$ cat src/verilog/fault_log_pkg.sv
// package: constants and carrier types for the fault log integrity guard
package fault_log_pkg;

	localparam int          LOG_DEPTH       = 16;
	localparam int          LOG_AW          = 4;
	localparam int          CLK_HZ          = 40000000;
	localparam int          ERASE_MS        = 160;
	// erase time in cycles: 160 ms at 40 MHz
	localparam int          ERASE_CYCLES    = (CLK_HZ / 1000) * ERASE_MS;
	localparam logic [7:0]  BOOT_MODE_CODE  = 8'hd9;
	localparam logic [15:0] CSUM_RESET      = 16'hffff;
	localparam logic [15:0] CSUM_POLY       = 16'h1021;
	localparam logic [31:0] ERASED_WORD     = 32'hffffffff;

	// one fault entry appended by the sequencer
	typedef struct packed {
		logic        valid;
		logic [31:0] data;
	} log_wr_t;

	// host read request and answer
	typedef struct packed {
		logic              valid;
		logic [LOG_AW-1:0] addr;
	} log_rd_req_t;

	typedef struct packed {
		logic        valid;
		logic [31:0] data;
	} log_rd_rsp_t;

	// one byte seen on the management bus by the protocol front end
	typedef struct packed {
		logic       valid;
		logic       first;   // command byte of a packet
		logic       last;    // stop condition follows this byte
		logic [7:0] data;
	} bus_byte_t;

endpackage

$ cat src/verilog/pec_cmd_filter.sv
// module: boot-mode command detection with automatic pec handling
`timescale 1ns/1ps

module pec_cmd_filter
	import fault_log_pkg::*;
(
	input  wire logic      core_clk,
	input  wire logic      sys_rst,
	input  wire bus_byte_t bus_byte,
	output logic           boot_cmd,
	output logic           pec_used
);

	// crc-8 step with polynomial x^8+x^2+x+1, used for pec bytes
	function automatic logic [7:0] crc8(input logic [7:0] c,
		input logic [7:0] d);
		logic [7:0] r;
		r = c ^ d;
		for (int i = 0; i < 8; i++) begin
			r = r[7] ? ((r << 1) ^ 8'h07) : (r << 1);
		end
		return r;
	endfunction

	logic [7:0] crc_ff;
	logic [7:0] nxt_crc;
	logic [2:0] cnt_ff;
	logic [2:0] nxt_cnt;
	logic       boot_ff;
	logic       nxt_boot;
	logic       cmd_ff;
	logic       nxt_cmd;
	logic       pec_ff;
	logic       nxt_pec;

	// a packet of one byte is a send-byte; two bytes whose second matches
	// the running crc is the same command carrying pec; a bad pec drops it
	always_comb begin
		nxt_crc      = crc_ff;
		nxt_cnt      = cnt_ff;
		nxt_cmd      = cmd_ff;
		nxt_boot     = 1'b0;
		nxt_pec      = pec_ff;
		if (bus_byte.valid) begin
			if (bus_byte.first) begin
				nxt_crc      = crc8(8'h00, bus_byte.data);
				nxt_cnt      = 3'h1;
				nxt_cmd      = (bus_byte.data == BOOT_MODE_CODE);
			end else begin
				nxt_crc      = crc8(crc_ff, bus_byte.data);
				nxt_cnt      = (cnt_ff == 3'h7) ? cnt_ff : cnt_ff + 3'h1;
			end
			if (bus_byte.last) begin
				if (bus_byte.first) begin
					nxt_boot = bus_byte.data == BOOT_MODE_CODE;
					// pec flag follows only an accepted boot packet
					if (bus_byte.data == BOOT_MODE_CODE) begin
						nxt_pec = 1'b0;
					end
				end else if (cnt_ff == 3'h1 && cmd_ff &&
					bus_byte.data == crc_ff) begin
					nxt_boot = 1'b1;
					nxt_pec  = 1'b1;
				end
			end
		end
	end

	always_ff @(posedge core_clk) begin
		if (sys_rst) begin
			crc_ff      <= 8'h00;
			cnt_ff      <= 3'h0;
			cmd_ff      <= 1'b0;
			boot_ff     <= 1'b0;
			pec_ff      <= 1'b0;
		end else begin
			crc_ff      <= nxt_crc;
			cnt_ff      <= nxt_cnt;
			cmd_ff      <= nxt_cmd;
			boot_ff     <= nxt_boot;
			pec_ff      <= nxt_pec;
		end
	end

	assign boot_cmd = boot_ff;
	assign pec_used = pec_ff;

endmodule

$ cat src/verilog/fault_log_integrity_guard.sv
// module: checksum-protected fault log with start-up check and erase
//
// Overview of operation
// - update stored checksum after each log append, except one whose write edge meets sys_rst
// - recompute and compare checksum after every reset
// - mismatch means corrupt log: erase it all
// - erase lengthens start-up by about 160 ms
// - command d9 enters boot-loader mode, sequencing stops
// - accept bus packets with or without pec
`timescale 1ns/1ps

module fault_log_integrity_guard
	import fault_log_pkg::*;
#(
	// erase wait in cycles; the default is the real flash erase time,
	// a simulation passes a short value so that a run stays small
	parameter int ERASE_CNT = ERASE_CYCLES
)(
	input  wire logic        core_clk,
	input  wire logic        sys_rst,
	input  wire log_wr_t     log_wr,
	output logic             log_wr_ready,
	input  wire log_rd_req_t log_rd_req,
	output logic             log_rd_ready,
	output log_rd_rsp_t      log_rd_rsp,
	input  wire bus_byte_t   bus_byte,
	output logic             init_done,
	output logic             log_erased,
	output logic             boot_mode,
	output logic             seq_enable,
	output logic             pec_seen,
	output logic [LOG_AW:0]  log_count
);

	// check walks the stored entries, compare keeps or condemns the log,
	// erase clears the array in one cycle and wait covers its flash time
	typedef enum logic [2:0] {
		ST_CHECK,
		ST_COMPARE,
		ST_ERASE,
		ST_WAIT,
		ST_RUN
	} state_t;

	// crc-16 ccitt over one 32-bit word
	function automatic logic [15:0] csum_word(input logic [15:0] c,
		input logic [31:0] w);
		logic [15:0] r;
		r = c;
		for (int i = 31; i >= 0; i--) begin
			r = (r[15] ^ w[i]) ? ((r << 1) ^ CSUM_POLY) : (r << 1);
		end
		return r;
	endfunction

	// flash array, stored checksum and fill count survive sys_rst,
	// as flash survives a device reset
	logic [31:0]       mem_ff [LOG_DEPTH];
	logic [15:0]       stored_csum_ff;
	logic [LOG_AW:0]   count_ff;

	// control state: rebuilt from scratch after every reset
	state_t            state_ff;
	state_t            nxt_state;
	logic [15:0]       calc_ff;
	logic [15:0]       nxt_calc;
	logic [LOG_AW:0]   idx_ff;
	logic [LOG_AW:0]   nxt_idx;
	logic [31:0]       timer_ff;
	logic [31:0]       nxt_timer;
	logic              erased_ff;
	logic              nxt_erased;
	logic              boot_ff;
	logic              nxt_boot;
	log_rd_rsp_t       rsp_ff;
	log_rd_rsp_t       nxt_rsp;
	logic              boot_cmd;
	logic              do_append;
	logic              in_run;

	pec_cmd_filter u_pec_cmd_filter (
		.core_clk (core_clk),
		.sys_rst  (sys_rst),
		.bus_byte (bus_byte),
		.boot_cmd (boot_cmd),
		.pec_used (pec_seen)
	);

	// the log is usable only once the start-up check has settled
	assign in_run       = (state_ff == ST_RUN);

	// appends only in run state and while room remains; full log stalls
	assign log_wr_ready = in_run && !boot_ff &&
		(count_ff < LOG_DEPTH[LOG_AW:0]);
	assign do_append    = log_wr.valid && log_wr_ready;
	assign log_rd_ready = in_run;

	// start-up check sequence and run-time controls
	always_comb begin
		nxt_state  = state_ff;
		nxt_calc   = calc_ff;
		nxt_idx    = idx_ff;
		nxt_timer  = timer_ff;
		nxt_erased = erased_ff;
		nxt_boot   = boot_ff;
		nxt_rsp    = '0;
		case (state_ff)
			ST_CHECK: begin
				// walk every filled entry through the checksum
				if (idx_ff < count_ff) begin
					nxt_calc = csum_word(calc_ff,
						mem_ff[idx_ff[LOG_AW-1:0]]);
					nxt_idx  = idx_ff + 1'b1;
				end else begin
					nxt_state = ST_COMPARE;
				end
			end
			ST_COMPARE: begin
				// blank or torn flash reads as unknown or wrong; only an
				// exact match with a plausible fill count keeps the log
				if (calc_ff == stored_csum_ff &&
					count_ff <= LOG_DEPTH[LOG_AW:0]) begin
					nxt_state = ST_RUN;
				end else begin
					nxt_state  = ST_ERASE;
					nxt_erased = 1'b1;
					nxt_idx    = '0;
				end
			end
			ST_ERASE: begin
				// array is cleared in this cycle, the wait covers flash time
				nxt_state = ST_WAIT;
				nxt_timer = '0;
			end
			ST_WAIT: begin
				// models flash erase time before the log is usable
				if (timer_ff >= ERASE_CNT - 1) begin
					nxt_state = ST_RUN;
				end else begin
					nxt_timer = timer_ff + 32'h1;
				end
			end
			ST_RUN: begin
				// appends fold into the running checksum, so the stored
				// and running copies stay equal without a fresh walk
				if (do_append) begin
					nxt_calc = csum_word(calc_ff, log_wr.data);
				end
				// reads outside run get no answer at all
				if (log_rd_req.valid) begin
					nxt_rsp.valid = 1'b1;
					nxt_rsp.data  = (log_rd_req.addr < count_ff) ?
						mem_ff[log_rd_req.addr] : ERASED_WORD;
				end
				// a boot packet outside run is dropped, not queued
				if (boot_cmd) begin
					nxt_boot = 1'b1;
				end
			end
			default: begin
				nxt_state = ST_CHECK;
			end
		endcase
		// running checksum restarts together with the emptied log
		if (state_ff == ST_ERASE) begin
			nxt_calc = CSUM_RESET;
		end
	end

	// control state restarts on every reset; the check starts over
	always_ff @(posedge core_clk) begin
		if (sys_rst) begin
			state_ff  <= ST_CHECK;
			calc_ff   <= CSUM_RESET;
			idx_ff    <= '0;
			timer_ff  <= 32'h0;
			erased_ff <= 1'b0;
			boot_ff   <= 1'b0;
			rsp_ff    <= '0;
		end else begin
			state_ff  <= nxt_state;
			calc_ff   <= nxt_calc;
			idx_ff    <= nxt_idx;
			timer_ff  <= nxt_timer;
			erased_ff <= nxt_erased;
			boot_ff   <= nxt_boot;
			rsp_ff    <= nxt_rsp;
		end
	end

	// nonvolatile side: entry write, checksum store, whole-log erase.
	// no reset here: contents persist across sys_rst like flash. an entry
	// whose write edge meets sys_rst still lands, but its checksum does
	// not; that torn write is what the start-up check must catch
	always_ff @(posedge core_clk) begin
		if (!sys_rst && state_ff == ST_ERASE) begin
			count_ff       <= '0;
			stored_csum_ff <= CSUM_RESET;
			for (int i = 0; i < LOG_DEPTH; i++) begin
				mem_ff[i] <= ERASED_WORD;
			end
		end else if (do_append) begin
			mem_ff[count_ff[LOG_AW-1:0]] <= log_wr.data;
			count_ff       <= count_ff + 1'b1;
			if (!sys_rst) begin
				stored_csum_ff <= csum_word(calc_ff, log_wr.data);
			end
		end
	end

	// status outputs; sequencing stops once boot mode is taken, until the next sys_rst clears it
	assign init_done  = in_run;
	assign log_erased = erased_ff;
	assign boot_mode  = boot_ff;
	assign seq_enable = in_run && !boot_ff;
	assign log_rd_rsp = rsp_ff;
	assign log_count  = count_ff;

endmodule

$ cat config.mk
export PLATFORM = sky130hd
export DESIGN_NAME = fault_log_integrity_guard
export DESIGN_NICKNAME = d
export VERILOG_FILES = /design/src/verilog/fault_log_pkg.sv /design/src/verilog/pec_cmd_filter.sv /design/src/verilog/fault_log_integrity_guard.sv
export SDC_FILE = /design/constraint.sdc
export NUM_CORES = 1
export LEC_CHECK = 0
export BUFFER_PORTS_ARGS = -buffer_cell sky130_fd_sc_hd__buf_4
export CORE_MARGIN = 2
export CORE_UTILIZATION = 30
export CTS_CLUSTER_DIAMETER = 50
export DETAILED_ROUTE_END_ITERATION = 12
export GPL_ROUTABILITY_DRIVEN = 1
export HOLD_SLACK_MARGIN = 0.12
export SYNTH_ARGS = -nofsm -noshare
export SYNTH_HDL_FRONTEND = slang
export SYNTH_SLANG_ARGS = --single-unit
$ cat constraint.sdc
create_clock -name core_clk -period 4.5 [get_ports core_clk]
set_input_delay 0.225 -clock core_clk [delete_from_list [all_inputs] [get_ports core_clk]]
set_output_delay 0.225 -clock core_clk [all_outputs]
set_load 0.02 [all_outputs]
==> results.md <==
- Status: finished, final reports clean
- # IOs: 96
- Startpoint types: flop
- Worst Hold Class: input port to flop
- Max frequency: about 240 MHz
- Multi-input logic area: around 16,000 sq um
- Fin area: between 40,000 and 50,000 sq um
- Post-Syn Instances: 2,469
- Final HPWL DP: 66,200 um
- FFs w/ async S/R, synth: 0%
- Skew final: roughly 0.033 ns
- Mux cell area share after synthesis: about 20%
- Reg2Reg Setup Slack: roughly 0.26 ns
- Final Hold Fails: 0
- Worst-path clk slew: roughly 0.060 ns
- Worst slew pin tran: 1.06 ns
- Initial antenna violation count: 7
- Dpl cell area: 37,600 sq um
- Net Switching: ~9 mW
- Die span in y: 344 um
- Clock root buffer: clkbuf_16
- Min Hold Slack: about 0.17 ns
- Final WL: 111,000 um
- Cell Area, Synth: roughly 35,000 sq um
- TNS Setup: 0 ns
- Die W: about 340 um
- Port Buffers: 95
- Syn. warnings: 0
- Initial core utilization: about 30%
- DRC errors left: 0
- Worst-Skew Late Latency: 0.67 ns
- Critical path capture point type: flop
- Grt total ovfl: 0
- Top_reg_cell synth: edfxtp_1
- Number of flops mapped to enable cells by yosys: roughly 510
- #FFs+latches synth: 642
- Largest family of logic cells by synthesized area: multiplexers
- Post-route ant nets: 0
- Drt pass-1 iters: 7
- Syn Area/Cell: 14.1 sq um
- Synth Area in Adders: 0.794%
- PD cells: between 500 and 600 nW/um^2
- Yosys top cell by area: edfxtp_1
- DR vias: about 23,000
- CP max FO: 22
- RSZ-0062 raised after global routing: false
- Final Setup Violations: 0
- Row count: ~120
- CP Class: flop to flop
- Crit path largest cell delay: just over 0.6 ns
- Crit path DAT: about 4.8 ns
- Synth top area share: 44.3%
- Post-synthesis cell type count: 57
- Flop pwr share: just under 30%
- CTS tree: yes
- Switching share of power: a little under two fifths
- Worst relative slew slack: about 29%
- CTS Buf Count: 88
- First-pass GRT wire length: between 150,000 and 200,000 um
- Net count after synthesis: 2,542
- Post CTS Setup Buffer Count: 0
- Vias/cell: ~5.5
- Clock buffer depth: 3
- Final net count: 2,652
- Die area: 118,000 sq um
- RePlAce Congestion: 0.947
- Sequential share of the synthesized area: just over 50%
- Most common cell after layout, fill and taps aside: edfxtp_1
- Synth Area in Compound Gates: between 3 and 4%
- FILL cells: roughly 11,000
- Core footprint: approximately 110,000 sq um
- H-tree levels: 3
- Fin crit period: 4.24 ns
- Crit-path cells: buf_4 > mux4_2 > mux4_2 > xnor2_2 > xor2_1 > xnor2_2 > xor2_1 > xnor2_2 > xnor3_1 > xor2_1 > o32a_1
- Total track usage: 18.8%
- Combinational share of power: between 40% and 50%
- Clk sinks: approximately 640
- Storage element area: about 18,000 sq um
- Fraction of layout cells with a size suffix above 1: between 20% and 30%
- Largest cells by area after synthesis: edfxtp_1 (44%), mux4_2 (19%), dfxtp_1 (7.5%)
- Post-Synth Simple-Gate Area: 12.8%
- Largest net degree at the start of global routing: 79
- Final critical-path share of the clock period: between 90 and 100%
- Max VDD drop: between 0.0009 and 0.001 V
- Synth Area in XOR/XNOR: ~7.7%
- Synth-to-Final Area Change: 18.2%
- Internal power: around 15 mW
- Slew Viols, Final: 0
- Worst endpoint required time: around 5.0 ns
- Drt initial violations: 2,452
- Antenna cell count: 0
- Commonest non-fill, non-tap cells in the layout: edfxtp_1 (512), or3_1 (386), mux4_2 (294), buf_4 (191), xnor2_1 (142)
- Clock share of power: 28.7%
- Critical path's slowest cell: dfxtp_4
- Avg WL per Cell: 26.6 um
- Vias in the first global route: approximately 23,000
- Max_cap viols: 0
- Lkg Pwr: about 11 nW
==> metal layers <==
metal  global-route usage [%]  part of all wire, %  vias up
met5                        0                0.075        -
met4                     6.11                  3.0       12
met3                     3.99                  8.7      211
met2                     29.8                   47     1099
met1                     25.6                   41    11600
li1                         -                    -     9747
==> kinds of logic (layout without fill, tap and decap cells) <==
| group | count (synthesis) | after routing |
|---|---|---|
| flops | 642 | 642 |
| simple gates | 785 | 785 |
| buf+inv | 249 | 432 |
| xor+xnor | 256 | 256 |
| compound gates | 172 | 172 |
| mux | 343 | 343 |
| fa+ha+maj | 22 | 22 |
==> stage by stage <==
step	instances	worst slack (ns)	util (%)	power, mW
2_1_floorplan	2469	-0.623	-	13.9
3_3_place_gp	3955	0.240	32.8	17.3
3_5_place_dp	3955	0.195	32.8	17.2
4_1_cts	4164	0.160	35.8	24.3
5_1_grt	4164	0.00454	35.8	25.1
6_report	4164	0.262	35.8	24.3
==> Yosys cell counts, types with 13 or more instances <==
cell / instances
mux2_2: 13
buf_2: 17
nand2_1: 77
nor2_1: 97
ha_1: 22
edfxtp_1: 512
a21oi_1: 38
inv_1: 14
buf_1: 20
nand3_1: 18
o21a_1: 33
clkbuf_1: 178
nor3_1: 19
xor2_1: 80
o21ai_0: 34
or3_1: 386
mux4_2: 294
mux2i_1: 35
buf_4: 14
nor2b_1: 15
xnor3_1: 22
dfxtp_1: 130
xnor2_1: 143
nand2b_1: 136
==> layout make-up <==
cell class / instances / share of cell area [%]
Multi-Input combinational cell: 1578 / 38.8
Sequential cell: 642 / 43.9
Timing Repair Buffer: 255 / 5.47
Inverter: 14 / 0.128
Clock buffer: 100 / 5.63
Clock inverter: 63 / 1.51
Tap cell: 1512 / 4.61
==> flip-flops by register name (all words and copies together), names as in the netlist, named ones only <==
name	flops
boot_mode	1
calc_ff	16
idx_ff	5
log_count	5
log_erased	1
log_rd_rsp	33
mem_ff	512
state_ff	3
stored_csum_ff	16
timer_ff	32
u_pec_cmd_filter.boot_cmd	1
u_pec_cmd_filter.cmd_ff	1
u_pec_cmd_filter.cnt_ff	3
u_pec_cmd_filter.crc_ff	8
u_pec_cmd_filter.pec_used	1
==> power groups by stage <==
stage               Combinational (mW)  Sequential (mW)  Clock, mW
floorplan                         6.69             7.16          0
global placement                  10.1             7.18          0
detailed placement                10.0             7.18          0
CTS                               10.1             7.06       7.10
global route                      10.7             7.08       7.33
finish                            10.3             7.06       6.99
==> final timing paths <==
| kind | from | cells after the start | endpoint |
|---|---|---|---|
| worst min register to register | u_pec_cmd_filter.boot_cmd$_SDFF_PP0_ | 2 | boot_mode$_SDFFE_PP0P_ |
| worst min-delay path | log_wr[24] | 3 | mem_ff[2][24]$_SDFFCE_PN1P_ |
| worst max register to register | flop | 11 | calc_ff[13]$_SDFFE_PP1P_ |
| worst max-delay path | flop | 11 | calc_ff[13]$_SDFFE_PP1P_ |
==> what timing repair did <==
action,in CTS,in global routing
resized for setup,0,1
endpoints found under the hold margin,518,0
hold buffers,46,0
setup endpoints to repair,0,1
==> worst max-delay path, delay by kind of cell, from the launching register on <==
| kind | cells | cell delay [ns] |
|---|---|---|
| xor gates and xnor gates | 7 | 1.77 |
| muxes | 2 | 1.06 |
| DFF | 1 | 0.62 |
| buffers and inverters | 1 | 0.35 |
| AOI/OAI and AO/OA | 1 | 0.29 |
(Power assumes the default switching activity.)
